===== src/hw/cpu_bus_defs.svh =====
// Constants for the processor local bus interface
// Summary of operation
// - Shared lines carry address in the address state, data in later states.
// - Lowest address bit low in address state when the lower byte moves.
// - Shared lines active high, floated during interrupt acknowledge and bus hold.
// - Upper lines carry four top address bits for memory, low for I/O.
// - Upper lines carry status in second, third, wait and final states.
// - Interrupt-enable flag appears as status, refreshed every clock cycle.
// - Segment code on two status bits: 00 alt, 01 stack, 10 code, 11 data.
// - Upper address/status lines float while bus hold is acknowledged.
// - Upper-byte enable low in address state when the upper byte moves.
// - Upper-byte enable pin carries a status bit after the address state.
// - Upper-byte enable low in address state of first interrupt acknowledge.
// - Upper-byte enable active low, floated while the bus is held.
// - Read strobe low in second, third and wait states of reads.
// - Read strobe never low while the address is still driven.
// - Read strobe floats while bus hold is acknowledged.
// - Interrupt request sampled in the last cycle of each instruction.
// - Interrupt request synchronised and ignored when interrupts are disabled.
// - Wait instruction continues on poll input, else idles re-examining it.
// - Wait-poll input synchronised on every rising clock edge.
`ifndef CPU_BUS_DEFS_SVH
`define CPU_BUS_DEFS_SVH
`define FIFO_DEPTH 8
`define DATA_W 16
`define SEG_HI_BIT 1
`define SEG_LO_BIT 0
`define STAT_S6_BIT 3
`define STAT_IE_BIT 2
`define STAT_S7_VALUE 1'b0
`define STAT_S6_VALUE 1'b0
`define PIN_IDLE_ADDR 16'h0000
`define RD_STROBE_RESET 1'b1
`define UBE_RESET 1'b1
`define SYNC_STAGES 2
`endif


===== src/hw/cpu_bus_pkg.sv =====
// Types shared by the local bus interface
package cpu_bus_pkg;
    typedef enum logic [2:0] {
        ST_IDLE = 3'h0,
        ST_ADDR = 3'h1,
        ST_SECOND = 3'h2,
        ST_THIRD = 3'h3,
        ST_WAIT = 3'h4,
        ST_FINAL = 3'h5
    } bus_state_e;
    typedef enum logic [2:0] {
        K_MEM_RD = 3'h0,
        K_MEM_WR = 3'h1,
        K_IO_RD = 3'h2,
        K_IO_WR = 3'h3,
        K_INTA = 3'h4
    } bus_kind_e;
    typedef enum logic [1:0] {
        W_WORD = 2'h0,
        W_UPPER = 2'h1,
        W_LOWER = 2'h2
    } width_e;
    typedef struct packed {
        bus_kind_e kind;
        width_e width;
        logic [1:0] seg;
        logic inta_first;
        logic [19:0] addr;
        logic [15:0] wdata;
    } bus_req_s;
    typedef struct packed {
        logic [15:0] ad;
        logic ad_oe;
        logic [3:0] addr_status;
        logic addr_status_oe;
        logic ube_status;
        logic ube_status_oe;
        logic rd_n;
        logic rd_n_oe;
    } bus_pins_s;
endpackage


===== src/hw/data_fifo.sv =====
// Synchronous FIFO for read data returned from the local bus
`timescale 1ns/100ps
module data_fifo #(
    parameter int WIDTH = 16,
    parameter int DEPTH = 8
) (
    input wire logic sys_clk,
    input wire logic resetn,
    input wire logic in_valid,
    output logic in_ready,
    input wire logic [WIDTH-1:0] in_data,
    output logic out_valid,
    input wire logic out_ready,
    output logic [WIDTH-1:0] out_data
);
    localparam int AW = $clog2(DEPTH);
    initial begin
        if (DEPTH < 2 || (1 << AW) != DEPTH) begin
            $error("data_fifo depth must be a power of two, at least 2");
        end
    end
    logic [WIDTH-1:0] mem [DEPTH];
    logic [AW-1:0] wr_ptr_r;
    logic [AW-1:0] rd_ptr_r;
    logic [AW:0] count_r;
    logic push;
    logic pop;

    assign in_ready = (count_r != (AW+1)'(DEPTH));
    assign out_valid = (count_r != '0);
    assign out_data = mem[rd_ptr_r];
    assign push = in_valid && in_ready;
    assign pop = out_valid && out_ready;

    always_ff @(posedge sys_clk) begin
        if (push) begin
            mem[wr_ptr_r] <= in_data;
        end
    end

    always_ff @(posedge sys_clk or negedge resetn) begin
        if (!resetn) begin
            wr_ptr_r <= '0;
            rd_ptr_r <= '0;
            count_r <= '0;
        end else begin
            if (push) begin
                wr_ptr_r <= wr_ptr_r + AW'(1);
            end
            if (pop) begin
                rd_ptr_r <= rd_ptr_r + AW'(1);
            end
            if (push && !pop) begin
                count_r <= count_r + (AW+1)'(1);
            end else if (pop && !push) begin
                count_r <= count_r - (AW+1)'(1);
            end
        end
    end
endmodule


===== src/hw/cpu_local_bus_interface.sv =====
// Pin-level local bus sequencer with interrupt and wait-poll sampling
`timescale 1ns/100ps
`include "cpu_bus_defs.svh"
module cpu_local_bus_interface #(
    parameter int FIFO_DEPTH = `FIFO_DEPTH
) (
    input wire logic sys_clk,
    input wire logic resetn,
    input wire logic req_valid,
    output logic req_ready,
    input wire cpu_bus_pkg::bus_req_s req,
    output logic rdata_valid,
    input wire logic rdata_ready,
    output logic [15:0] rdata,
    input wire logic [15:0] shared_addr_data_lines_in,
    output cpu_bus_pkg::bus_pins_s pins,
    input wire logic ready,
    input wire logic bus_hold_ack,
    input wire logic maskable_irq,
    input wire logic ie_flag,
    input wire logic instr_last_cycle,
    output logic irq_take,
    input wire logic wait_poll,
    input wire logic wait_exec,
    output logic wait_idle,
    output logic wait_done
);
    import cpu_bus_pkg::*;

    initial begin
        if (FIFO_DEPTH < 2) begin
            $error("FIFO_DEPTH must be at least 2");
        end
    end

    bus_state_e state_r;
    bus_state_e state_nxt;
    bus_req_s cur_r;
    bus_pins_s pins_r;
    bus_pins_s pins_nxt;
    logic ie_r;
    logic [1:0] irq_sync_r;
    logic [1:0] poll_sync_r;
    logic irq_take_r;
    logic wait_idle_r;
    logic wait_done_r;
    logic req_ready_r;
    logic fifo_in_ready;
    logic capture;
    logic is_read;
    logic is_rd_nxt;
    logic start;

    // A read is only launched with FIFO room, so returned data never drops
    assign is_read = (req.kind == K_MEM_RD) || (req.kind == K_IO_RD) || (req.kind == K_INTA);
    assign start = (state_r == ST_IDLE) && req_valid && req_ready_r && !bus_hold_ack
        && (!is_read || fifo_in_ready);
    assign capture = ((state_r == ST_THIRD) || (state_r == ST_WAIT)) && ready
        && (cur_r.kind == K_MEM_RD || cur_r.kind == K_IO_RD || cur_r.kind == K_INTA);

    always_comb begin
        state_nxt = state_r;
        case (state_r)
            ST_IDLE: begin
                if (start) begin
                    state_nxt = ST_ADDR;
                end
            end
            ST_ADDR: state_nxt = ST_SECOND;
            ST_SECOND: state_nxt = ST_THIRD;
            ST_THIRD: state_nxt = ready ? ST_FINAL : ST_WAIT;
            ST_WAIT: state_nxt = ready ? ST_FINAL : ST_WAIT;
            ST_FINAL: state_nxt = ST_IDLE;
            default: state_nxt = ST_IDLE;
        endcase
    end

    always_ff @(posedge sys_clk or negedge resetn) begin
        if (!resetn) begin
            state_r <= ST_IDLE;
        end else begin
            state_r <= state_nxt;
        end
    end

    always_ff @(posedge sys_clk or negedge resetn) begin
        if (!resetn) begin
            cur_r <= '0;
        end else if (start) begin
            cur_r <= req;
        end
    end

    always_ff @(posedge sys_clk or negedge resetn) begin
        if (!resetn) begin
            req_ready_r <= 1'b0;
        end else begin
            req_ready_r <= (state_nxt == ST_IDLE) && !start;
        end
    end

    // Flag copy refreshed every cycle; the status line takes ie_flag itself, and a_ie_status compares it with this copy
    always_ff @(posedge sys_clk or negedge resetn) begin
        if (!resetn) begin
            ie_r <= 1'b0;
        end else begin
            ie_r <= ie_flag;
        end
    end

    // Pin values worked out from the next state so every pin is a flop
    logic use_cur;
    bus_req_s r;
    assign use_cur = (state_r != ST_IDLE);
    assign is_rd_nxt = (r.kind == K_MEM_RD) || (r.kind == K_IO_RD);
    always_comb begin
        r = use_cur ? cur_r : req;
        pins_nxt.ad = `PIN_IDLE_ADDR;
        pins_nxt.ad_oe = 1'b0;
        pins_nxt.addr_status = 4'h0;
        pins_nxt.addr_status_oe = !bus_hold_ack;
        pins_nxt.ube_status = `UBE_RESET;
        pins_nxt.ube_status_oe = !bus_hold_ack;
        pins_nxt.rd_n = `RD_STROBE_RESET;
        pins_nxt.rd_n_oe = !bus_hold_ack;
        case (state_nxt)
            ST_ADDR: begin
                pins_nxt.ad_oe = (r.kind != K_INTA);
                pins_nxt.ad = r.addr[15:0];
                pins_nxt.ad[0] = (r.width == W_UPPER);
                if (r.kind == K_MEM_RD || r.kind == K_MEM_WR) begin
                    pins_nxt.addr_status = r.addr[19:16];
                end
                if (r.kind == K_INTA) begin
                    pins_nxt.ube_status = !r.inta_first && (r.width == W_LOWER);
                end else begin
                    pins_nxt.ube_status = (r.width == W_LOWER);
                end
            end
            ST_SECOND, ST_THIRD, ST_WAIT, ST_FINAL: begin
                pins_nxt.addr_status[`STAT_S6_BIT] = `STAT_S6_VALUE;
                pins_nxt.addr_status[`STAT_IE_BIT] = ie_flag;
                pins_nxt.addr_status[1:0] = r.seg;
                pins_nxt.ube_status = `STAT_S7_VALUE;
                pins_nxt.ad = r.wdata;
                pins_nxt.ad_oe = (r.kind == K_MEM_WR) || (r.kind == K_IO_WR);
                if (state_nxt != ST_FINAL) begin
                    // Strobe only while the address drive is already off
                    pins_nxt.rd_n = !is_rd_nxt;
                end
            end
            default: begin
                pins_nxt.ad_oe = 1'b0;
            end
        endcase
        if (bus_hold_ack) begin
            pins_nxt.ad_oe = 1'b0;
        end
    end

    always_ff @(posedge sys_clk or negedge resetn) begin
        if (!resetn) begin
            pins_r <= '{ad: `PIN_IDLE_ADDR, ad_oe: 1'b0, addr_status: 4'h0, addr_status_oe: 1'b0,
                ube_status: `UBE_RESET, ube_status_oe: 1'b0, rd_n: `RD_STROBE_RESET, rd_n_oe: 1'b0};
        end else begin
            pins_r <= pins_nxt;
        end
    end

    // Interrupt request passes two flops before it is looked at
    always_ff @(posedge sys_clk or negedge resetn) begin
        if (!resetn) begin
            irq_sync_r <= 2'h0;
            irq_take_r <= 1'b0;
        end else begin
            irq_sync_r <= {irq_sync_r[0], maskable_irq};
            irq_take_r <= instr_last_cycle && ie_flag && irq_sync_r[1];
        end
    end

    // Wait-poll input synchronised on every rising edge
    always_ff @(posedge sys_clk or negedge resetn) begin
        if (!resetn) begin
            poll_sync_r <= 2'h0;
        end else begin
            poll_sync_r <= {poll_sync_r[0], wait_poll};
        end
    end

    always_ff @(posedge sys_clk or negedge resetn) begin
        if (!resetn) begin
            wait_idle_r <= 1'b0;
            wait_done_r <= 1'b0;
        end else begin
            wait_done_r <= wait_exec && poll_sync_r[1] && !wait_done_r;
            wait_idle_r <= wait_exec && !poll_sync_r[1];
        end
    end

    logic [15:0] fifo_out;
    logic fifo_out_valid;
    logic rdata_valid_r;
    logic [15:0] rdata_r;
    data_fifo #(
        .WIDTH(`DATA_W),
        .DEPTH(FIFO_DEPTH)
    ) u_fifo (
        .sys_clk(sys_clk),
        .resetn(resetn),
        .in_valid(capture),
        .in_ready(fifo_in_ready),
        .in_data(shared_addr_data_lines_in),
        .out_valid(fifo_out_valid),
        .out_ready(!rdata_valid_r || rdata_ready),
        .out_data(fifo_out)
    );

    // Output stage keeps rdata flop-driven while still draining at full rate
    // Pops only when it loads, so each word leaves once; adds one word of room
    always_ff @(posedge sys_clk or negedge resetn) begin
        if (!resetn) begin
            rdata_valid_r <= 1'b0;
            rdata_r <= 16'h0000;
        end else if (!rdata_valid_r || rdata_ready) begin
            rdata_valid_r <= fifo_out_valid;
            if (fifo_out_valid) begin
                rdata_r <= fifo_out;
            end
        end
    end

    assign req_ready = req_ready_r;
    assign pins = pins_r;
    assign irq_take = irq_take_r;
    assign wait_idle = wait_idle_r;
    assign wait_done = wait_done_r;
    assign rdata_valid = rdata_valid_r;
    assign rdata = rdata_r;

    property p_addr_then_second;
        @(posedge sys_clk) disable iff (!resetn)
        state_r == ST_ADDR |=> state_r == ST_SECOND ##1 state_r == ST_THIRD;
    endproperty
    a_addr_then_second: assert property (p_addr_then_second) else $error("bad state order");

    property p_wait_on_not_ready;
        @(posedge sys_clk) disable iff (!resetn)
        (state_r == ST_THIRD || state_r == ST_WAIT) && !ready |=> state_r == ST_WAIT;
    endproperty
    a_wait_on_not_ready: assert property (p_wait_on_not_ready) else $error("no wait state");

    property p_rd_not_with_addr;
        @(posedge sys_clk) disable iff (!resetn)
        !pins_r.rd_n && pins_r.rd_n_oe |-> !pins_r.ad_oe;
    endproperty
    a_rd_not_with_addr: assert property (p_rd_not_with_addr) else $error("strobe with address");

    property p_rd_strobe;
        @(posedge sys_clk) disable iff (!resetn)
        state_r == ST_SECOND && (cur_r.kind == K_MEM_RD || cur_r.kind == K_IO_RD) && !bus_hold_ack
        |-> !pins_r.rd_n;
    endproperty
    a_rd_strobe: assert property (p_rd_strobe) else $error("read strobe missing");

    property p_hold_float;
        @(posedge sys_clk) disable iff (!resetn)
        bus_hold_ack |=> !pins_r.ad_oe && !pins_r.addr_status_oe && !pins_r.ube_status_oe && !pins_r.rd_n_oe;
    endproperty
    a_hold_float: assert property (p_hold_float) else $error("pins driven in hold");

    property p_inta_float;
        @(posedge sys_clk) disable iff (!resetn)
        state_r != ST_IDLE && cur_r.kind == K_INTA |-> !pins_r.ad_oe;
    endproperty
    a_inta_float: assert property (p_inta_float) else $error("lines driven in acknowledge");

    property p_io_upper_low;
        @(posedge sys_clk) disable iff (!resetn)
        state_r == ST_ADDR && (cur_r.kind == K_IO_RD || cur_r.kind == K_IO_WR) |-> pins_r.addr_status == 4'h0;
    endproperty
    a_io_upper_low: assert property (p_io_upper_low) else $error("io upper lines not low");

    property p_ie_status;
        @(posedge sys_clk) disable iff (!resetn)
        state_r inside {ST_SECOND, ST_THIRD, ST_WAIT, ST_FINAL} |-> pins_r.addr_status[`STAT_IE_BIT] == ie_r;
    endproperty
    a_ie_status: assert property (p_ie_status) else $error("ie status wrong");

    property p_irq_masked;
        @(posedge sys_clk) disable iff (!resetn)
        !$past(ie_flag) |-> !irq_take_r;
    endproperty
    a_irq_masked: assert property (p_irq_masked) else $error("masked interrupt taken");

    property p_first_inta_ube;
        @(posedge sys_clk) disable iff (!resetn)
        state_r == ST_ADDR && cur_r.kind == K_INTA && cur_r.inta_first && !bus_hold_ack |-> !pins_r.ube_status;
    endproperty
    a_first_inta_ube: assert property (p_first_inta_ube) else $error("ube high in first acknowledge");

    property p_lane_select;
        @(posedge sys_clk) disable iff (!resetn)
        state_r == ST_ADDR && cur_r.kind != K_INTA
        |-> pins_r.ube_status == (cur_r.width == W_LOWER) && pins_r.ad[0] == (cur_r.width == W_UPPER);
    endproperty
    a_lane_select: assert property (p_lane_select) else $error("byte lane select wrong");

    property p_s7_status;
        @(posedge sys_clk) disable iff (!resetn)
        state_r inside {ST_SECOND, ST_THIRD, ST_WAIT, ST_FINAL} |-> pins_r.ube_status == `STAT_S7_VALUE;
    endproperty
    a_s7_status: assert property (p_s7_status) else $error("enable pin not showing status");

    c_read_with_wait: cover property (@(posedge sys_clk) disable iff (!resetn)
        state_r == ST_WAIT && cur_r.kind == K_MEM_RD ##1 state_r == ST_FINAL);
    c_write: cover property (@(posedge sys_clk) disable iff (!resetn)
        state_r == ST_FINAL && cur_r.kind == K_IO_WR);
    c_irq: cover property (@(posedge sys_clk) disable iff (!resetn) irq_take_r);
    c_fifo_full: cover property (@(posedge sys_clk) disable iff (!resetn) !fifo_in_ready);
endmodule


===== config.mk =====
export PLATFORM = sky130hd
export DESIGN_NAME = cpu_local_bus_interface
export DESIGN_NICKNAME = d
export VERILOG_FILES = /design/src/hw/cpu_bus_pkg.sv /design/src/hw/data_fifo.sv /design/src/hw/cpu_local_bus_interface.sv
export VERILOG_INCLUDE_DIRS = /design/src /design/src/hw
export SDC_FILE = /design/constraint.sdc
export NUM_CORES = 1
export LEC_CHECK = 0
export BUFFER_PORTS_ARGS = -buffer_cell sky130_fd_sc_hd__clkbuf_2
export CORE_ASPECT_RATIO = 0.7
export CORE_MARGIN = 1.5
export CORE_UTILIZATION = 55
export CTS_CLUSTER_DIAMETER = 120
export DETAILED_ROUTE_END_ITERATION = 7
export PLACE_DENSITY = 0.79
export SETUP_SLACK_MARGIN = 0.4
export SLEW_MARGIN = 20
export SYNTH_ARGS = -nofsm -noshare
export SYNTH_HDL_FRONTEND = slang
export SYNTH_SLANG_ARGS = --single-unit

===== constraint.sdc =====
create_clock -name sys_clk -period 9.1 [get_ports sys_clk]
set_clock_uncertainty 0.05 [all_clocks]
set_input_delay 1.82 -clock sys_clk [delete_from_list [all_inputs] [get_ports sys_clk]]
set_output_delay 1.82 -clock sys_clk [all_outputs]
set_load 0.02 [all_outputs]

==> results of run 1 <==
## stage by stage
stage / power (mW) / hold slack, ns / util [%] / cell area (um^2) / worst slack, ns
final: 3.03 / 0.303 / 65.8 / 9660 / 5.28
after floorplan: 2.00 / 0.281 / - / 8240 / 4.80
after global placement: 2.21 / 0.285 / 61.4 / 9000 / 4.97
after global routing: 3.19 / 0.317 / 65.8 / 9660 / 5.07
after CTS: 3.07 / 0.307 / 65.8 / 9660 / 5.35
after detailed placement: 2.25 / 0.292 / 61.4 / 9000 / 4.86
## area by class of cell
class | instances | area share, %
tap | 195 | 2.53
inverter | 10 | 0.389
clock inverter | 9 | 0.687
sequential | 212 | 61.6
clock buffer | 27 | 6.05
timing repair buffer | 121 | 6.46
multi-input combinational | 205 | 22.3
## critical path: stages
cell and delay (ns):
clkbuf_2 0.09, inv_1 0.04, a21oi_1 0.34, nand2_2 0.27
inv_1 0.11, ha_1 0.20, inv_1 0.13, ha_1 0.31
a21o_1 0.21, a2111oi_0 0.44, o31ai_1 0.15
## cell families (layout without fill, tap and decap cells)
kind of cell,after synthesis,after routing,share of synthesized area [%]
compound gates,56,56,4.61
xor+xnor,7,7,0.744
fa+ha+maj,6,6,1.00
buf+inv,35,167,2.49
flops,212,212,72.2
mux,75,75,15.2
simple gates,61,61,3.79
## path summary, 6_finish.rpt
kind / from / endpoint / slack, ns / depth (start not counted)
max in group asynchronous: resetn / u_fifo.rd_ptr_r[2] / 7.09 / 1
min: poll_sync_r[0] / poll_sync_r[1] / 0.30 / 0
min reg2reg: poll_sync_r[0] / poll_sync_r[1] / 0.30 / 0
max: ready / u_fifo.count_r[3] / 5.28 / 11
max reg2reg: state_r[1] / u_fifo.count_r[3] / 5.75 / 10
min in group asynchronous: resetn / rdata[2] / 1.33 / 1
## cell usage after synthesis (7+ instances only)
master	count	share of area, %
a21oi_1	21	1.3
a22o_1	18	1.9
clkbuf_1	13	0.59
dfrtp_1	82	25
edfxtp_1	128	47
inv_1	10	0.46
mux2_4	19	3.5
mux2i_1	19	2.3
mux4_2	32	8.7
nand2_1	8	0.36
nor2_1	23	1.0
nor3_1	7	0.42
o21ai_0	7	0.42
## power breakdown
group	internal, mW	switching [mW]	total, mW
Clock	0.479	0.335	0.814
Combinational	0.431	0.447	0.877
Sequential	1.20	0.143	1.34
Total	2.11	0.924	3.03
## metal layers
| metal | vias up | track usage, % | part of all wire, % |
|---|---|---|---|
| li1 | 1980 | - | - |
| met1 | 2236 | 26.0 | 42 |
| met2 | 121 | 33.8 | 51 |
| met3 | 21 | 3.77 | 5.5 |
| met4 | 0 | 4.24 | 1.7 |
| met5 | - | 0 | 0 |
## registers in the layout (all words and copies together), names as in the netlist
signal	count
u_fifo.count_r	4
wait_done	1
irq_sync_r	2
u_fifo.rd_ptr_r	3
u_fifo.mem	128
irq_take	1
rdata	16
cur_r	22
pins	24
poll_sync_r	2
wait_idle	1
rdata_valid	1
state_r	3
u_fifo.wr_ptr_r	3
req_ready	1
## layout by cell type (no fill, tap or decap), types with 2 or more instances in the layout
cell type / Yosys / routed
nor2b_1: 2 / 2
buf_4: 3 / 5
nor3_1: 7 / 3
ha_1: 5 / 5
clkinv_2: 0 / 3
mux2_4: 19 / 19
a22o_1: 18 / 18
xnor2_1: 6 / 6
clkinv_1: 0 / 4
nor4_1: 4 / 3
mux2_2: 5 / 5
o21ai_0: 7 / 7
clkbuf_16: 0 / 22
nor3_4: 0 / 4
mux2i_1: 19 / 19
mux4_2: 32 / 32
clkbuf_1: 13 / 2
nor3b_1: 2 / 2
nand2b_1: 2 / 2
a21oi_1: 21 / 20
inv_1: 10 / 10
edfxtp_1: 128 / 128
clkbuf_2: 0 / 116
and3_1: 2 / 2
dfrtp_1: 82 / 80
nand3_1: 3 / 3
dfrtp_2: 0 / 2
nor2_2: 0 / 3
a21o_1: 2 / 2
dfstp_2: 2 / 2
nand2_1: 8 / 8
nor2_1: 23 / 20
==> impl_metrics.csv, run 1 <==
group,metric,value,unit
outcome,status,"finished, final reports clean",
worst_hold_path,holdCritPathClass,"reg2reg",
layout,nFillCells,993,
die,die-area,15700,um^2
global_route,grt_pass1_vias,4544,
placement,dpl.cell_count,743,
die,ios,118,
synth,seq_area_frac_synth,72.2,%
critical_path,path_class,"in2reg",
clock_tree,post_cts_buffers,0,
layout,ff_latch_area,5950,um^2
placement,dp_hpwl,9.22,mm
global_route,grt_usage,19.5,%
synth,synth_top_flop_cell,"edfxtp_1",
global_route,overflow,0,
layout,instances_no_fill,779,
die,rows,37,
sta,worst_pin_slew,1.07,ns
die,die_h,105,um
route,drtAntennaViolNets,0,
sta,setup_violations,0,
synth,synth_seq_cells,212,
placement,place.gp.congestion,0.739,
route,wl_per_cell,18.9,um
clock_tree,clockRootBuffer,"clkbuf_16",
clock_tree,htreeDepth,1,
critical_path,crit_required,9.40,ns
critical_path,critPathLaunchType,"input pin",
sta,setup_tns,0,ns
sta,max_freq,262,MHz
route,dr.first_iter.drc_count,229,
synth,ys_types,46,
layout,area_delta_synth_final,17.2,%
synth,syn_area,8240,um^2
pwr,p_leak,3.85,nW
route,drt_first_pass_iters,4,
clock_tree,cts_tree,"done",
clock_tree,cts_sinks,212,
global_route,grt_pass1_wl,23.6,mm
synth,syn_avg_cell_area,18.2,um^2
critical_path,crit_path_end_kind,"flop",
die,design.core.area,14700,um^2
critical_path,cp_max_fo,7,
synth,ys_warn_count,0,
layout,nets,647,
clock_tree,path_clk_slew,0.06,ns
global_route,grt_max_degree,85,
clock_tree,clk-insertion-delay-late,0.48,ns
global_route,grt_antenna_before_repair,0,
sta,final.min_clock_period,3.82,ns
pwr,irDropWorstVdd,0.000146,V
clock_tree,cts_inserted_buffers,20,
clock_tree,cts_resized,0,
layout,drive_gt1_share,38.4,%
sta,finalCritPeriodShare,42.0,%
synth,async_flop_share,39.6,%
sta,relSlewSlack,28.6,%
synth,syn_nets,529,
sta,hold_viol_final,0,
critical_path,crit_arrival,4.12,ns
synth,synthCells,452,
die,start_util,56.2,%
route,drc,0,
sta,rsz0062_at_grt,"false",
flow_run,maxCapViolCount,0,
pwr,power_density,314,nW/um^2
die,die_x,149,um
clock_tree,hold_buffers,0,
route,drt-total-wl,14.7,mm
route,routed_via_density,5.59,
layout,diodes,0,
placement,port_buffers,116,
route,vias,4358,
clock_tree,clockBufferDepth,3,
layout,multiInputGateArea,2150,um^2
synth,synth_edf_count,128,
sta,slew_viol_final,0,
No activity file was read; power rests on OpenSTA's default activity.
==> run 2, diff against run 1 <==
- clock period: 9.1 -> 3.8 ns (I/O delays scaled with it)
==> impl_metrics.csv, run 2 (synthesized netlist as in run 1, its figures left out) <==
group,metric,value,unit
placement,port_buffers,116,
die,ios,118,
route,drtAntennaViolNets,0,
critical_path,crit_slowest_cell,"or4b_4",
sta,max_freq,317,MHz
clock_tree,hold_buffers,0,
clock_tree,cts_tree,"done",
global_route,overflow,0,
worst_hold_path,holdCritPathClass,"in2async",
route,dr.first_iter.drc_count,216,
clock_tree,cts_sinks,212,
route,vias,4367,
sta,worst_pin_slew,0.838,ns
critical_path,path_cells,"or4b_4 -> and3_1 -> nand2_2 -> inv_1 -> ha_1 -> inv_1 -> ha_1 -> a21o_1 -> a2111oi_0 -> o31ai_1",
layout,nets,655,
sta,relSlewSlack,44.1,%
pwr,irDropWorstVdd,0.000355,V
flow_run,maxCapViolCount,0,
critical_path,cp_max_fo,7,
global_route,grt_pass1_wl,25.0,mm
die,die-area,15700,um^2
placement,dp_hpwl,9.30,mm
pwr,fin_total_pwr,7.27,mW
clock_tree,post_cts_buffers,0,
sta,rsz0062_at_grt,"false",
clock_tree,path_clk_slew,0.06,ns
global_route,grt_max_degree,85,
sta,hold_viol_final,0,
route,drc,0,
clock_tree,clockRootBuffer,"clkbuf_16",
critical_path,slowest_delay,0.58,ns
pwr,power_density,750,nW/um^2
layout,drive_gt1_share,38.7,%
route,routed_via_density,5.55,
pwr,p_leak,3.87,nW
die,rows,37,
layout,fin_util,66.0,%
critical_path,cp_top_family,"simple AND/OR/NAND/NOR gates",
route,wl_per_cell,19.6,um
outcome,status,"finished, final reports clean",
clock_tree,cts_inserted_buffers,21,
route,drt-total-wl,15.4,mm
clock_tree,htreeDepth,1,
layout,area_delta_synth_final,17.5,%
route,drt_first_pass_iters,4,
die,design.core.area,14700,um^2
global_route,grt_usage,20.9,%
placement,place.gp.congestion,0.794,
global_route,grt_antenna_before_repair,0,
sta,finalCritPeriodShare,83.1,%
layout,diodes,0,
sta,final.min_clock_period,3.16,ns
die,die_x,149,um
layout,mostFrequentLayoutCell,"edfxtp_1",
global_route,grt_pass1_vias,4668,
die,die_h,105,um
layout,final_cell_mix,"edfxtp_1, clkbuf_2, dfrtp_1",
critical_path,path_class,"reg2reg",
clock_tree,clockBufferDepth,3,
critical_path,crit_path_end_kind,"flop",
layout,largest_reg_flops,128,
sta,finalWorstSetupSlack,0.643,ns
critical_path,crit_arrival,3.44,ns
critical_path,crit_buf_inv,2,
critical_path,crit_required,4.08,ns
sta,setup_tns,0,ns
sta,slew_viol_final,0,
sta,setup_violations,0,
die,start_util,56.2,%
layout,largest-register,"u_fifo.mem",
placement,pre_cts_ws,0.593,ns
critical_path,critPathLaunchType,"flop",
clock_tree,clk-insertion-delay-late,0.48,ns
==> run 2: changes by cell type in the layout (fill, tap and decap cells not counted), moves of 3 or more <==
cell	previous run	this run
buf_4	5	11
clkbuf_1	2	7
clkinv_1	4	0
clkinvlp_4	0	3
nor2_1	20	23
nor2_2	3	0
nor3_2	0	4
nor3_4	4	0
==> run 2: report_power, final <==
group / internal (mW) / switching [mW]
Clock: 1.11 / 0.810
Combinational: 1.04 / 1.07
Sequential: 2.87 / 0.359
Total: 5.03 / 2.24
==> run 2: path summary, 6_finish.rpt <==
path | depth (start not counted) | slack (ns) | start | endpoint
worst max-delay path | 10 | 0.64 | u_fifo.count_r[1] | u_fifo.count_r[3]
worst min-delay path | 1 | 0.27 | resetn | wait_idle
worst max register to register | 10 | 0.64 | u_fifo.count_r[1] | u_fifo.count_r[3]
worst min register to register | 0 | 0.30 | irq_sync_r[0] | irq_sync_r[1]
max in group asynchronous | 1 | 2.83 | resetn | u_fifo.rd_ptr_r[2]
min in group sys_clk | 0 | 0.30 | irq_sync_r[0] | irq_sync_r[1]
==> run 2: worst reg2reg max path, stage by stage, from the launching register on <==
cell	delay, ns
dfrtp_1	0.43
or4b_4	0.58
and3_1	0.22
nand2_2	0.19
inv_1	0.08
ha_1	0.22
inv_1	0.19
ha_1	0.26
a21o_1	0.20
a2111oi_0	0.41
o31ai_1	0.16
==> run 2: area by class of cell <==
class	count	area (um^2)
Clock buffer	29	566
Clock inverter	8	76.3
Fill cell	993	4990
Inverter	10	37.5
Multi-Input combinational cell	205	2120
Sequential cell	212	5950
Tap cell	195	244
Timing Repair Buffer	128	689
==> run 2: routing by layer <==
metal / share of wire (%) / routed length [um] / up-vias / GRT usage (%)
met5: 0 / 0 / - / 0
met4: 1.8 / 271 / 0 / 4.60
met3: 5.5 / 853 / 22 / 4.20
met2: 50 / 7760 / 137 / 34.8
met1: 42 / 6520 / 2221 / 28.8
li1: - / - / 1987 / -
==> run 2: repair_timing <==
action / CTS / global route
gates resized for setup: 0 / 1
setup endpoints to repair: 0 / 1
hold endpoints to repair: 0 / 0
==> run 2: stage by stage <==
step	hold WS, ns	area, um^2	std cells
final	0.267	9690	787
after global routing	0.303	9690	787
after CTS	0.302	9680	787
after detailed placement	0.287	9040	750
after global placement	0.285	9040	750
after floorplan	0.281	8240	452
